File: config.mk
export PLATFORM = sky130hd
export DESIGN_NAME = ulf_uart_channel
export DESIGN_NICKNAME = d
export VERILOG_FILES = /design/src/include/ulf_pkg.sv /design/src/rtl/ulf_tx_serial.sv /design/src/rtl/ulf_rx_serial.sv /design/src/rtl/ulf_uart_channel.sv
export SDC_FILE = /design/constraint.sdc
export NUM_CORES = 1
export LEC_CHECK = 0
export ABC_AREA = 1
export ABC_CLOCK_PERIOD_IN_PS = 3900
export BUFFER_PORTS_ARGS = -buffer_cell sky130_fd_sc_hd__buf_2
export CORE_MARGIN = 3
export CORE_UTILIZATION = 60
export CTS_BUF_LIST = sky130_fd_sc_hd__clkbuf_2
export DETAILED_ROUTE_END_ITERATION = 8
export GPL_ROUTABILITY_DRIVEN = 0
export PLACE_DENSITY = 0.77
export SKIP_CTS_REPAIR_TIMING = 1
export SLEW_MARGIN = 10
export SYNTH_ARGS = -nofsm -noshare
export SYNTH_HDL_FRONTEND = slang
export SYNTH_SLANG_ARGS = --single-unit
File: constraint.sdc
create_clock -name sys_clk -period 3.9 [get_ports sys_clk]
set_input_delay 0.39 -clock sys_clk [delete_from_list [all_inputs] [get_ports sys_clk]]
set_output_delay 0.39 -clock sys_clk [all_outputs]
set_load 0.05 [all_outputs]
File: src/include/ulf_pkg.sv
// Purpose: shared constants, field layouts and helpers of the serial channel
// Assumes: one channel, byte-wide register port with a 3-bit address
// Notes: struct field order follows the register bit order, msb first
package ulf_pkg;
  // ==========================================================
  // register map
  localparam int         ADDR_W  = 3;
  localparam int         DATA_W  = 8;
  localparam logic [2:0] A_DATA  = 3'h0;
  localparam logic [2:0] A_IMASK = 3'h1;
  localparam logic [2:0] A_FCTL  = 3'h2;
  localparam logic [2:0] A_LCR   = 3'h3;
  localparam logic [2:0] A_MCR   = 3'h4;
  localparam logic [2:0] A_LSR   = 3'h5;
  localparam logic [2:0] A_MSR   = 3'h6;
  localparam logic [2:0] A_SCR   = 3'h7;
  // ==========================================================
  // field positions
  localparam int FC_EN      = 0;
  localparam int FC_RXRST   = 1;
  localparam int FC_TXRST   = 2;
  localparam int FC_DMA     = 3;
  localparam int FC_TRIG_LO = 6;
  localparam int FC_TRIG_HI = 7;
  localparam int IMASK_W    = 3;
  localparam int IM_RX      = 0;
  localparam int IM_TX      = 1;
  localparam int IM_LINE    = 2;
  // ==========================================================
  // reset values and codes
  localparam logic [7:0]  SCR_RST   = 8'hFF;
  localparam logic [15:0] DIV_RST   = 16'h0001;
  localparam logic [15:0] DIV_MIN   = 16'h0001;
  localparam logic [5:0]  ISR_IDLE  = 6'h01;
  localparam logic [4:0]  SYNC_IDLE = 5'h1F;
  localparam logic [3:0]  WL_BASE   = 4'h5;
  localparam logic [1:0]  WL_MAX    = 2'h3;
  localparam logic [7:0]  MASK8     = 8'hFF;
  // ==========================================================
  // timing in 16x sample ticks, then rx trigger levels in characters
  localparam logic [5:0] T_BIT    = 6'h10;
  localparam logic [5:0] T_MID    = 6'h08;
  localparam logic [5:0] T_STOP15 = 6'h18;
  localparam logic [5:0] T_STOP2  = 6'h20;
  localparam logic [4:0] TRIG_A   = 5'h01;
  localparam logic [4:0] TRIG_B   = 5'h04;
  localparam logic [4:0] TRIG_C   = 5'h08;
  localparam logic [4:0] TRIG_D   = 5'h0E;
  // ==========================================================
  // types
  typedef struct packed {
    logic dlab, brk, stick, even, pen, stop2;
    logic [1:0] wlen;
  } ulf_lcr_s;
  typedef struct packed {logic loop, out2, out1, rts, dtr;} ulf_mcr_s;
  typedef struct packed {logic fifo_err, temt, thre, brk, ferr, perr, ovr, dr;} ulf_lsr_s;
  typedef struct packed {logic brk, ferr, perr; logic [7:0] data;} ulf_rxe_s;
  typedef struct packed {logic wr, rd; logic [ADDR_W-1:0] addr; logic [DATA_W-1:0] wdata;} ulf_req_s;
  // ==========================================================
  // helpers
  function automatic logic [3:0] ulf_nbits(input logic [1:0] wl);
    return WL_BASE + {2'h0, wl};
  endfunction
  function automatic logic ulf_parity(input logic [7:0] d, input ulf_lcr_s c);
    logic [7:0] m;
    m = d & (MASK8 >> (WL_MAX - c.wlen));
    if (c.stick) return !c.even;
    return c.even ? ^m : ~^m;
  endfunction
  function automatic logic [4:0] ulf_trig(input logic [1:0] code);
    unique case (code)
      2'h0: return TRIG_A;
      2'h1: return TRIG_B;
      2'h2: return TRIG_C;
      2'h3: return TRIG_D;
    endcase
  endfunction
endpackage

File: src/rtl/ulf_tx_serial.sv
// Purpose: transmit serialiser, start, data lsb first, parity, stop
// Assumes: tick is a one-cycle strobe at 16x the bit rate
// Notes: start is taken only while idle
`timescale 1ns/1ps
module ulf_tx_serial (
  // clock and reset
  input  wire logic              sys_clk,
  input  wire logic              reset,
  // control
  input  wire logic              tick,
  input  wire ulf_pkg::ulf_lcr_s cfg,
  input  wire logic              start,
  input  wire logic [7:0]        data,
  // line
  output logic                   busy,
  output logic                   ser_out
);
  typedef enum logic [2:0] {TX_IDLE, TX_START, TX_DATA, TX_PAR, TX_STOP} ulf_txph_e;
  typedef struct packed {
    ulf_txph_e ph; logic [5:0] cnt; logic [2:0] idx; logic [7:0] sh; logic par, line;
  } ulf_txst_s;
  ulf_txst_s  st, nxt;
  logic [5:0] limit;
  logic       at_end;
  assign limit = (st.ph != TX_STOP) ? ulf_pkg::T_BIT : !cfg.stop2 ? ulf_pkg::T_BIT :
                 (cfg.wlen == '0) ? ulf_pkg::T_STOP15 : ulf_pkg::T_STOP2;
  assign at_end = tick && (st.cnt == limit - 1'b1);
  assign busy = st.ph != TX_IDLE;
  assign ser_out = st.line;
  always_comb begin
    nxt = st;
    if (tick) nxt.cnt = st.cnt + 1'b1;
    if (at_end) nxt.cnt = '0;
    unique case (st.ph)
      TX_IDLE: if (start) begin
        nxt.ph = TX_START;
        nxt.cnt = '0;
        nxt.sh = data;
        nxt.par = ulf_pkg::ulf_parity(data, cfg);
        nxt.line = 1'b0;
      end
      TX_START: if (at_end) begin
        nxt.ph = TX_DATA;
        nxt.idx = '0;
        nxt.line = st.sh[0];
      end
      TX_DATA: if (at_end) begin
        if ({1'b0, st.idx} == ulf_pkg::ulf_nbits(cfg.wlen) - 4'h1) begin
          nxt.ph = cfg.pen ? TX_PAR : TX_STOP;
          nxt.line = cfg.pen ? st.par : 1'b1;
        end else begin
          nxt.idx = st.idx + 1'b1;
          nxt.sh = st.sh >> 1;
          nxt.line = st.sh[1];
        end
      end
      TX_PAR: if (at_end) begin
        nxt.ph = TX_STOP;
        nxt.line = 1'b1;
      end
      TX_STOP: if (at_end) nxt.ph = TX_IDLE;
      default: nxt.ph = TX_IDLE;
    endcase
  end
  always_ff @(posedge sys_clk) begin
    if (reset) begin
      st <= '0;
      st.line <= 1'b1;
    end else begin
      st <= nxt;
    end
  end
endmodule

File: src/rtl/ulf_rx_serial.sv
// Purpose: receive deserialiser with mid-bit sampling at 16x
// Assumes: line_in is already synchronised to sys_clk
// Notes: after a low stop bit it waits for mark before rearming
`timescale 1ns/1ps
module ulf_rx_serial (
  // clock and reset
  input  wire logic              sys_clk,
  input  wire logic              reset,
  // control and line
  input  wire logic              tick,
  input  wire ulf_pkg::ulf_lcr_s cfg,
  input  wire logic              line_in,
  // received character
  output logic                   done,
  output ulf_pkg::ulf_rxe_s      entry
);
  typedef enum logic [2:0] {RX_IDLE, RX_START, RX_DATA, RX_PAR, RX_STOP, RX_HOLD} ulf_rxph_e;
  typedef struct packed {
    ulf_rxph_e ph; logic [5:0] cnt; logic [2:0] idx; logic [7:0] sh; logic pbit, done;
    ulf_pkg::ulf_rxe_s ent;
  } ulf_rxst_s;
  ulf_rxst_s st, nxt;
  logic      at_end;
  assign at_end = tick && (st.cnt == ((st.ph == RX_START) ? ulf_pkg::T_MID : ulf_pkg::T_BIT) - 1'b1);
  assign done = st.done;
  assign entry = st.ent;
  always_comb begin
    nxt = st;
    nxt.done = 1'b0;
    if (tick) nxt.cnt = st.cnt + 1'b1;
    if (at_end) nxt.cnt = '0;
    unique case (st.ph)
      RX_IDLE: if (!line_in) begin
        nxt.ph = RX_START;
        nxt.cnt = '0;
      end
      RX_START: if (at_end) begin
        nxt.ph = line_in ? RX_IDLE : RX_DATA;
        nxt.idx = '0;
        nxt.sh = '0;
      end
      RX_DATA: if (at_end) begin
        nxt.sh[st.idx] = line_in;
        nxt.idx = st.idx + 1'b1;
        if ({1'b0, st.idx} == ulf_pkg::ulf_nbits(cfg.wlen) - 4'h1)
          nxt.ph = cfg.pen ? RX_PAR : RX_STOP;
      end
      RX_PAR: if (at_end) begin
        nxt.pbit = line_in;
        nxt.ph = RX_STOP;
      end
      RX_STOP: if (at_end) begin
        nxt.done = 1'b1;
        nxt.ent.data = st.sh;
        nxt.ent.ferr = !line_in;
        nxt.ent.perr = cfg.pen && (st.pbit != ulf_pkg::ulf_parity(st.sh, cfg));
        nxt.ent.brk = !line_in && (st.sh == '0) && !(cfg.pen && st.pbit);
        nxt.ph = line_in ? RX_IDLE : RX_HOLD;
      end
      RX_HOLD: if (line_in) nxt.ph = RX_IDLE;
      default: nxt.ph = RX_IDLE;
    endcase
  end
  always_ff @(posedge sys_clk) begin
    if (reset) st <= '0;
    else st <= nxt;
  end
endmodule

File: src/rtl/ulf_uart_channel.sv
// Purpose: one serial channel with FIFOs, line format, modem outputs and line status
// Assumes: byte register port, read data one cycle after the read strobe
// Notes: divisor counts sys_clk cycles per 16x sample tick
//
// Summary of operation
// - rx FIFO reset clears pointers, self-clears
// - tx FIFO reset clears pointers, self-clears
// - DMA bit changes ready pin behaviour
// - trigger code picks 1,4,8,14 level
// - word length 5 to 8 bits
// - stop bits: one, or 1.5/2
// - parity enable adds and checks parity
// - parity type bit: odd or even
// - forced parity constant, inverse of type
// - break holds transmit line low
// - divisor access bit remaps data addresses
// - terminal-ready pin is inverted control bit
// - request-to-send pin is inverted control bit
// - bit two feeds ring indicator in loopback
// - bit three enables interrupt, drives aux pin
// - loopback bit selects local loopback mode
// - data ready while any character waits
// - full FIFO sets overrun, drops character
// - parity flag belongs to head character
// - framing flag belongs to head character
// - break loads one character, held till mark
// - transmit empty needs holding/FIFO empty and serialiser idle
// - loopback: clear-to-send mirrors request-to-send
`timescale 1ns/1ps
module ulf_uart_channel #(
  parameter int DEPTH = 16
) (
  // clock and reset
  input  wire logic              sys_clk,
  input  wire logic              reset,
  // register port
  input  wire ulf_pkg::ulf_req_s bus_req,
  output logic [7:0]             rdata,
  // serial line
  output logic                   tx_pin,
  input  wire logic              rx_pin,
  // modem inputs, active low
  input  wire logic              cts_n,
  input  wire logic              dsr_n,
  input  wire logic              ring_indicator_n,
  input  wire logic              cd_n,
  // modem and auxiliary outputs, active low
  output logic                   dtr_n,
  output logic                   rts_n,
  output logic                   aux_out_two_n,
  // interrupt with output enable
  output logic                   int_out,
  output logic                   int_oe,
  // transfer ready pins
  output logic                   tx_ready_n,
  output logic                   rx_ready_n
);
  localparam int PW = $clog2(DEPTH);
  localparam int CW = PW + 1;

  // ==========================================================
  // state
  typedef struct packed {
    ulf_pkg::ulf_lcr_s                  line_format_control;
    ulf_pkg::ulf_mcr_s                  modem_output_control;
    logic [ulf_pkg::IMASK_W-1:0]        imask;
    logic [7:0]                         scr;
    logic [7:0]                         dll;
    logic [7:0]                         divisor_high;
    logic                               fifo_en;
    logic                               dma;
    logic [1:0]                         trig;
    ulf_pkg::ulf_rxe_s [DEPTH-1:0]      rx_mem;
    logic [PW-1:0]                      rx_wp;
    logic [PW-1:0]                      rx_rp;
    logic [CW-1:0]                      rx_cnt;
    logic [CW-1:0]                      err_cnt;
    logic [DEPTH-1:0][7:0]              tx_mem;
    logic [PW-1:0]                      tx_wp;
    logic [PW-1:0]                      tx_rp;
    logic [CW-1:0]                      tx_cnt;
    logic                               tx_go;
    logic [7:0]                         tx_byte;
    logic                               ovr;
    logic                               brk_hold;
    logic [15:0]                        div_cnt;
    logic                               tick;
    logic [4:0]                         s1;
    logic [4:0]                         s2;
    logic [4:0]                         s3;
    logic [4:0]                         filt;
    logic                               tx_pin;
    logic                               dtr_n;
    logic                               rts_n;
    logic                               aux2_n;
    logic                               irq;
    logic                               txr_n;
    logic                               rxr_n;
    logic [7:0]                         rdata;
  } ulf_core_s;

  ulf_core_s          st;
  ulf_core_s          nxt;
  ulf_pkg::ulf_rxe_s  head;
  ulf_pkg::ulf_rxe_s  rx_ent;
  ulf_pkg::ulf_lsr_s  line_status;
  logic [3:0]         msr_stat;
  logic               tx_busy;
  logic               tx_ser;
  logic               rx_done;
  logic               loop_line;
  logic               rx_line;
  logic               rx_full;
  logic               tx_full;
  logic               trig_hit;
  logic               rx_push;
  logic               rx_pop;
  logic               rx_clr;
  logic               tx_push;
  logic               tx_pop;
  logic               tx_clr;

  // ==========================================================
  // helpers
  function automatic logic fifo_full(input logic [CW-1:0] n, input logic en);
    return en ? (n >= CW'(DEPTH)) : (n != '0);
  endfunction

  function automatic logic has_err(input ulf_pkg::ulf_rxe_s e);
    return e.brk | e.ferr | e.perr;
  endfunction

  // ==========================================================
  // serial engines
  ulf_tx_serial u_tx (
    .sys_clk (sys_clk),
    .reset   (reset),
    .tick    (st.tick),
    .cfg     (st.line_format_control),
    .start   (st.tx_go),
    .data    (st.tx_byte),
    .busy    (tx_busy),
    .ser_out (tx_ser)
  );

  ulf_rx_serial u_rx (
    .sys_clk (sys_clk),
    .reset   (reset),
    .tick    (st.tick),
    .cfg     (st.line_format_control),
    .line_in (rx_line),
    .done    (rx_done),
    .entry   (rx_ent)
  );

  // ==========================================================
  // status views
  assign loop_line = st.line_format_control.brk ? 1'b0 : tx_ser;
  assign rx_line   = st.modem_output_control.loop ? loop_line : st.filt[0];
  assign head      = st.rx_mem[st.rx_rp];
  assign rx_full   = fifo_full(st.rx_cnt, st.fifo_en);
  assign tx_full   = fifo_full(st.tx_cnt, st.fifo_en);
  assign trig_hit  = st.fifo_en ? (st.rx_cnt >= CW'(ulf_pkg::ulf_trig(st.trig)))
                                : (st.rx_cnt != '0);

  always_comb begin
    line_status          = '0;
    line_status.dr       = st.rx_cnt != '0;
    line_status.ovr      = st.ovr;
    line_status.perr     = line_status.dr && head.perr;
    line_status.ferr     = line_status.dr && head.ferr;
    line_status.brk      = (line_status.dr && head.brk) || st.brk_hold;
    line_status.thre     = st.tx_cnt == '0;
    line_status.temt     = line_status.thre && !tx_busy && !st.tx_go;
    line_status.fifo_err = st.err_cnt != '0;
  end

  // loopback feeds the status bits from the control bits
  assign msr_stat = st.modem_output_control.loop ? {st.modem_output_control.out2, st.modem_output_control.out1, st.modem_output_control.dtr, st.modem_output_control.rts}
                                : ~st.filt[4:1];

  // ==========================================================
  // next state
  always_comb begin
    nxt       = st;
    nxt.rdata = '0;
    nxt.tx_go = 1'b0;
    nxt.tick  = 1'b0;
    rx_pop    = 1'b0;
    rx_clr    = 1'b0;
    tx_push   = 1'b0;
    tx_pop    = 1'b0;
    tx_clr    = 1'b0;

    // 16x sample tick from the divisor
    if (st.div_cnt <= ulf_pkg::DIV_MIN) begin
      nxt.tick = 1'b1;
      nxt.div_cnt = {st.divisor_high, st.dll};
    end else begin
      nxt.div_cnt = st.div_cnt - ulf_pkg::DIV_MIN;
    end

    // three-stage input synchronisers, second and third must agree
    nxt.s1 = {cd_n, ring_indicator_n, dsr_n, cts_n, rx_pin};
    nxt.s2 = st.s1;
    nxt.s3 = st.s2;
    for (int i = 0; i < 5; i++) begin
      if (st.s2[i] == st.s3[i]) nxt.filt[i] = st.s3[i];
    end

    // register reads
    if (bus_req.rd) begin
      unique case (bus_req.addr)
        ulf_pkg::A_DATA: begin
          if (st.line_format_control.dlab) begin
            nxt.rdata = st.dll;
          end else begin
            nxt.rdata = head.data;
            rx_pop = line_status.dr;
          end
        end
        ulf_pkg::A_IMASK: nxt.rdata = st.line_format_control.dlab ? st.divisor_high : 8'(st.imask);
        ulf_pkg::A_FCTL:  nxt.rdata = {{2{st.fifo_en}}, ulf_pkg::ISR_IDLE};
        ulf_pkg::A_LCR:   nxt.rdata = st.line_format_control;
        ulf_pkg::A_MCR:   nxt.rdata = 8'(st.modem_output_control);
        ulf_pkg::A_LSR: begin
          nxt.rdata = line_status;
          nxt.ovr = 1'b0;
        end
        ulf_pkg::A_MSR:   nxt.rdata = {msr_stat, 4'h0};
        ulf_pkg::A_SCR:   nxt.rdata = st.scr;
      endcase
    end

    // register writes
    if (bus_req.wr) begin
      unique case (bus_req.addr)
        ulf_pkg::A_DATA: begin
          if (st.line_format_control.dlab) nxt.dll = bus_req.wdata;
          else tx_push = !tx_full;
        end
        ulf_pkg::A_IMASK: begin
          if (st.line_format_control.dlab) nxt.divisor_high = bus_req.wdata;
          else nxt.imask = bus_req.wdata[ulf_pkg::IMASK_W-1:0];
        end
        ulf_pkg::A_FCTL: begin
          nxt.fifo_en = bus_req.wdata[ulf_pkg::FC_EN];
          // other bits only land while the enable is written set
          if (bus_req.wdata[ulf_pkg::FC_EN]) begin
            nxt.dma = bus_req.wdata[ulf_pkg::FC_DMA];
            nxt.trig = bus_req.wdata[ulf_pkg::FC_TRIG_HI:ulf_pkg::FC_TRIG_LO];
            rx_clr = bus_req.wdata[ulf_pkg::FC_RXRST];
            tx_clr = bus_req.wdata[ulf_pkg::FC_TXRST];
          end
          // a change of FIFO mode empties both queues
          if (bus_req.wdata[ulf_pkg::FC_EN] != st.fifo_en) begin
            rx_clr = 1'b1;
            tx_clr = 1'b1;
          end
        end
        ulf_pkg::A_LCR: nxt.line_format_control = bus_req.wdata;
        ulf_pkg::A_MCR: nxt.modem_output_control = bus_req.wdata[4:0];
        ulf_pkg::A_SCR: nxt.scr = bus_req.wdata;
        default: ;
      endcase
    end

    // receive side: push, overrun, break hold
    rx_push = rx_done && !rx_full;
    if (rx_done && rx_full) nxt.ovr = 1'b1;
    if (rx_line) nxt.brk_hold = 1'b0;
    if (rx_push && rx_ent.brk) nxt.brk_hold = 1'b1;
    if (rx_push) begin
      nxt.rx_mem[st.rx_wp] = rx_ent;
      nxt.rx_wp = st.rx_wp + 1'b1;
    end
    if (rx_pop) nxt.rx_rp = st.rx_rp + 1'b1;
    nxt.rx_cnt = st.rx_cnt + CW'(rx_push) - CW'(rx_pop);
    nxt.err_cnt = st.err_cnt + CW'(rx_push && has_err(rx_ent)) - CW'(rx_pop && has_err(head));
    // pointers only, the deserialiser keeps running
    if (rx_clr) begin
      nxt.rx_wp = '0;
      nxt.rx_rp = '0;
      nxt.rx_cnt = '0;
      nxt.err_cnt = '0;
    end

    // transmit side: hand the next byte to the serialiser
    tx_pop = !tx_busy && !st.tx_go && !line_status.thre && !tx_clr;
    if (tx_pop) begin
      nxt.tx_go = 1'b1;
      nxt.tx_byte = st.tx_mem[st.tx_rp];
      nxt.tx_rp = st.tx_rp + 1'b1;
    end
    if (tx_push) begin
      nxt.tx_mem[st.tx_wp] = bus_req.wdata;
      nxt.tx_wp = st.tx_wp + 1'b1;
    end
    nxt.tx_cnt = st.tx_cnt + CW'(tx_push) - CW'(tx_pop);
    // the byte already in the serialiser is left alone
    if (tx_clr) begin
      nxt.tx_wp = '0;
      nxt.tx_rp = '0;
      nxt.tx_cnt = '0;
    end

    // pins
    nxt.tx_pin = st.modem_output_control.loop ? 1'b1 : loop_line;
    nxt.dtr_n = st.modem_output_control.loop || !st.modem_output_control.dtr;
    nxt.rts_n = st.modem_output_control.loop || !st.modem_output_control.rts;
    // aux pin moves on the same edge as the interrupt enable
    nxt.aux2_n = nxt.modem_output_control.loop || !nxt.modem_output_control.out2;
    nxt.irq = (st.imask[ulf_pkg::IM_RX] && trig_hit)
           || (st.imask[ulf_pkg::IM_TX] && line_status.thre)
           || (st.imask[ulf_pkg::IM_LINE] && (line_status.ovr || line_status.perr || line_status.ferr || line_status.brk));
    nxt.txr_n = st.dma ? tx_full : !line_status.thre;
    nxt.rxr_n = st.dma ? !trig_hit : !line_status.dr;
  end

  // ==========================================================
  // state register
  always_ff @(posedge sys_clk) begin
    if (reset) begin
      st <= '0;
      st.scr <= ulf_pkg::SCR_RST;
      {st.divisor_high, st.dll} <= ulf_pkg::DIV_RST;
      st.s1 <= ulf_pkg::SYNC_IDLE;
      st.s2 <= ulf_pkg::SYNC_IDLE;
      st.s3 <= ulf_pkg::SYNC_IDLE;
      st.filt <= ulf_pkg::SYNC_IDLE;
      st.tx_pin <= 1'b1;
      st.dtr_n <= 1'b1;
      st.rts_n <= 1'b1;
      st.aux2_n <= 1'b1;
      st.rxr_n <= 1'b1;
    end else begin
      st <= nxt;
    end
  end

  // ==========================================================
  // outputs
  assign rdata         = st.rdata;
  assign tx_pin        = st.tx_pin;
  assign dtr_n         = st.dtr_n;
  assign rts_n         = st.rts_n;
  assign aux_out_two_n = st.aux2_n;
  assign int_out       = st.irq;
  assign int_oe        = st.modem_output_control.out2;
  assign tx_ready_n    = st.txr_n;
  assign rx_ready_n    = st.rxr_n;
endmodule

==> flow_summary.ini <==
[placement]
dp.cells = 3452
place_ws_ns = 0.538
portBuffers = 35
dpl_cell_area_sq_um = 22900
dp_hpwl_um = 40300

[setup_path]
cp_slowest_cell = dfxtp_2
r2r-start = st[214]$_SDFFE_PP0P_
max_stage_delay_ns = 0.57
criticalPathCategory = reg -> reg
critPathArrivalTime_ns = 4.39
crit_fanout = 30
crit_chain = buf_4 -> nand2_1 -> nand3_1 -> nand3_1 -> nand3_1 -> nand2_1 -> nor3_1 -> nor2_1 -> ha_1 -> inv_1 -> ha_1 -> inv_1 -> fa_1 -> inv_1 -> a21oi_1 -> nor2_1 -> nor2_1 -> xor2_1 -> inv_1 -> nor2_1
cp.required_ns = 4.82
startpoint = st[214]$_SDFFE_PP0P_
worstSetupEndpointType = flop
r2r_cells = 20
startpoint_type = flop

[clock_tree]
cts_buffers = 120
clock_latency_ns = 1.11
htree_num_levels = 3
cts_tree = built
cts.clk_slew.worst_paths_ns = 0.12
clk_root_buffer_cell = clkbuf_2
cts_sinks = 497
clockBufferDepth = 3

[global_route]
grt_use_total_pct = 29.6
grt_pass1_vias = 19500
grt_max_degree = 161
globalRouteOverflowTotal = 0
antenna_found_initial = 1
grt_pass1_wl_um = 99000

[run]
drv_cap = 0

[detailed_routing]
drt-pass1-iter-count = 6
vias_per_cell = 5.70
remaining_drc_errors = 0
drt_wl_total_um = 62100
via_count = 21100
antenna_left = 0
drtIter0Drc = 1940
wire_per_inst_um = 16.8

[synth]
yosysSeqAreaShare_pct = 43.8
synthDistinctLibCells = 55
syn_area_sq_um = 22700
ys_ff_latch = 497
async_flop_share_pct = 0
synthCells = 3082
avgSynthCellArea_sq_um = 7.38
synth_fp_nets = 3146
yosysWarnings = 0
synth_enable_flop_cells = 0
ys.flop_type = dfxtp_1

[floorplan]
start_util_pct = 61.5
boundaryPins = 36
die_w_um = 201
die_area_sq_um = 40300
rows = 70
die_h_um = 201
core-area_sq_um = 37000

[run_status]
status = completed

[sta]
worst_slack_ns = 0.433
rsz0062_at_grt = no
fin_setup_tns_ns = 0
max_freq_mhz = 288
skew_ns = 0.0983
maxSlewViolCount = 0
min_period_over_period_pct = 88.9
worst_pin_slew_ns = 1.25
finalHoldViolCount = 0
slew_headroom_pct = 16.1
fin_crit_ns = 3.47
setup_viol = 0

[cells_and_area]
layout_commonest_cell = o21ai_0
postLayoutCellArea_sq_um = 24300
final_cell_mix = 518 x o21ai_0, 493 x dfxtp_1, 471 x a21oi_1
syn_to_final_growth_pct = 6.76
drive_above_1_share_pct = 11.0
layout.cells.non_filler = 3695
nets = 3155
fillers = 3264

[worst_hold_path]
whs_path_depth = 3
worstHoldStart = cts_n
min_path_type = in -> reg

[pwr]
p_per_area_nw_per_um2 = 492
p_leak_nw = 9.42
ir_drop_mv = 0.326
## metal layers
layer | up-vias | part of all wire (%) | track usage (%)
li1 | 10400 | - | -
met1 | 9619 | 42 | 38.3
met2 | 912 | 46 | 48.2
met3 | 169 | 8.0 | 5.25
met4 | 0 | 4.1 | 14.4
met5 | - | 0 | 0
## sequential cells by signal (all words and copies together), names as in the netlist
| name | count |
|---|---|
| rdata | 8 |
| u_rx.st | 21 |
| aux_out_two_n | 1 |
| line_status | 1 |
| rx_ready_n | 1 |
| st | 415 |
| dtr_n | 1 |
| tx_ready_n | 1 |
| rts_n | 1 |
| u_tx.ser_out | 1 |
| u_rx.done | 1 |
| nxt | 10 |
| int_out | 1 |
| int_oe | 1 |
| u_rx.entry | 11 |
| tx_pin | 1 |
| u_tx.st | 21 |
## cells in the mapped netlist (all sizes together), types with 8 or more instances
library cell | instances | share of area (%)
nand4 | 25 | 0.75
nor2 | 241 | 4.6
o211ai | 64 | 2.1
inv | 419 | 6.9
nand3 | 156 | 3.5
xor2 | 26 | 1.0
o21ai | 535 | 12
buf | 69 | 1.8
clkinv | 8 | 0.14
clkbuf | 136 | 2.3
o22ai | 8 | 0.22
nand2 | 280 | 4.8
or2 | 19 | 0.52
a211oi | 17 | 0.56
nor3 | 17 | 0.47
a21oi | 472 | 10
ha | 41 | 2.3
dfxtp | 497 | 44
## logic make-up after synthesis
logic type | Yosys count | share of synthesized area, %
flip-flops | 497 | 43.8
AND/OR/NAND/NOR | 745 | 14.9
XOR/XNOR | 33 | 1.27
multiplexers | 4 | 0.176
AO/OA/AOI/OAI | 1127 | 26.2
adder cells (fa/ha/maj) | 44 | 2.52
buffers and inverters | 632 | 11.1
## worst max-delay path, delay by kind of cell, from the launching register on
kind	cells	cell delay, ns
simple gates	10	1.09
compound gates	1	0.06
xor+xnor	1	0.14
flops	1	0.57
buf+inv	5	0.62
fa+ha+maj	3	0.86
## layout make-up
| class | instances | area (sq um) | area share, % |
|---|---|---|---|
| inverters | 427 | 1620 | 6.66 |
| repair buffers | 92 | 668 | 2.75 |
| well taps | 504 | 631 | 2.60 |
| clock inverters | 43 | 255 | 1.05 |
| flip-flops and latches | 497 | 9950 | 41.0 |
| clock buffers | 177 | 886 | 3.65 |
| multi-input cells | 1953 | 10300 | 42.3 |
| diodes | 2 | 5.00 | 0.0206 |
## report_power, final
part,internal [mW],switching (mW),leakage [nW]
combinational,0.936,1.87,4.54
clock,1.42,2.11,0.863
sequential,5.34,0.273,4.02
## metrics by stage
stage	power, mW	hold slack, ns	utilization (%)
after floorplan	7.83	0.388	-
after global placement	8.33	0.391	62.0
after detailed placement	8.43	0.396	62.0
after CTS	11.9	-0.599	65.1
after global routing	12.6	0.0226	65.7
final	11.9	0.0847	65.7
## final timing paths
path / end / slack, ns
setup / recovery: st[208]$_SDFF_PP0_ / 0.43
hold / removal: nxt[26]$_SDFF_PP1_ / 0.08
setup reg to reg: st[208]$_SDFF_PP0_ / 0.43
hold reg to reg: rts_n$_SDFF_PP1_ / 0.40
No activity file was read; power rests on OpenSTA's default activity.
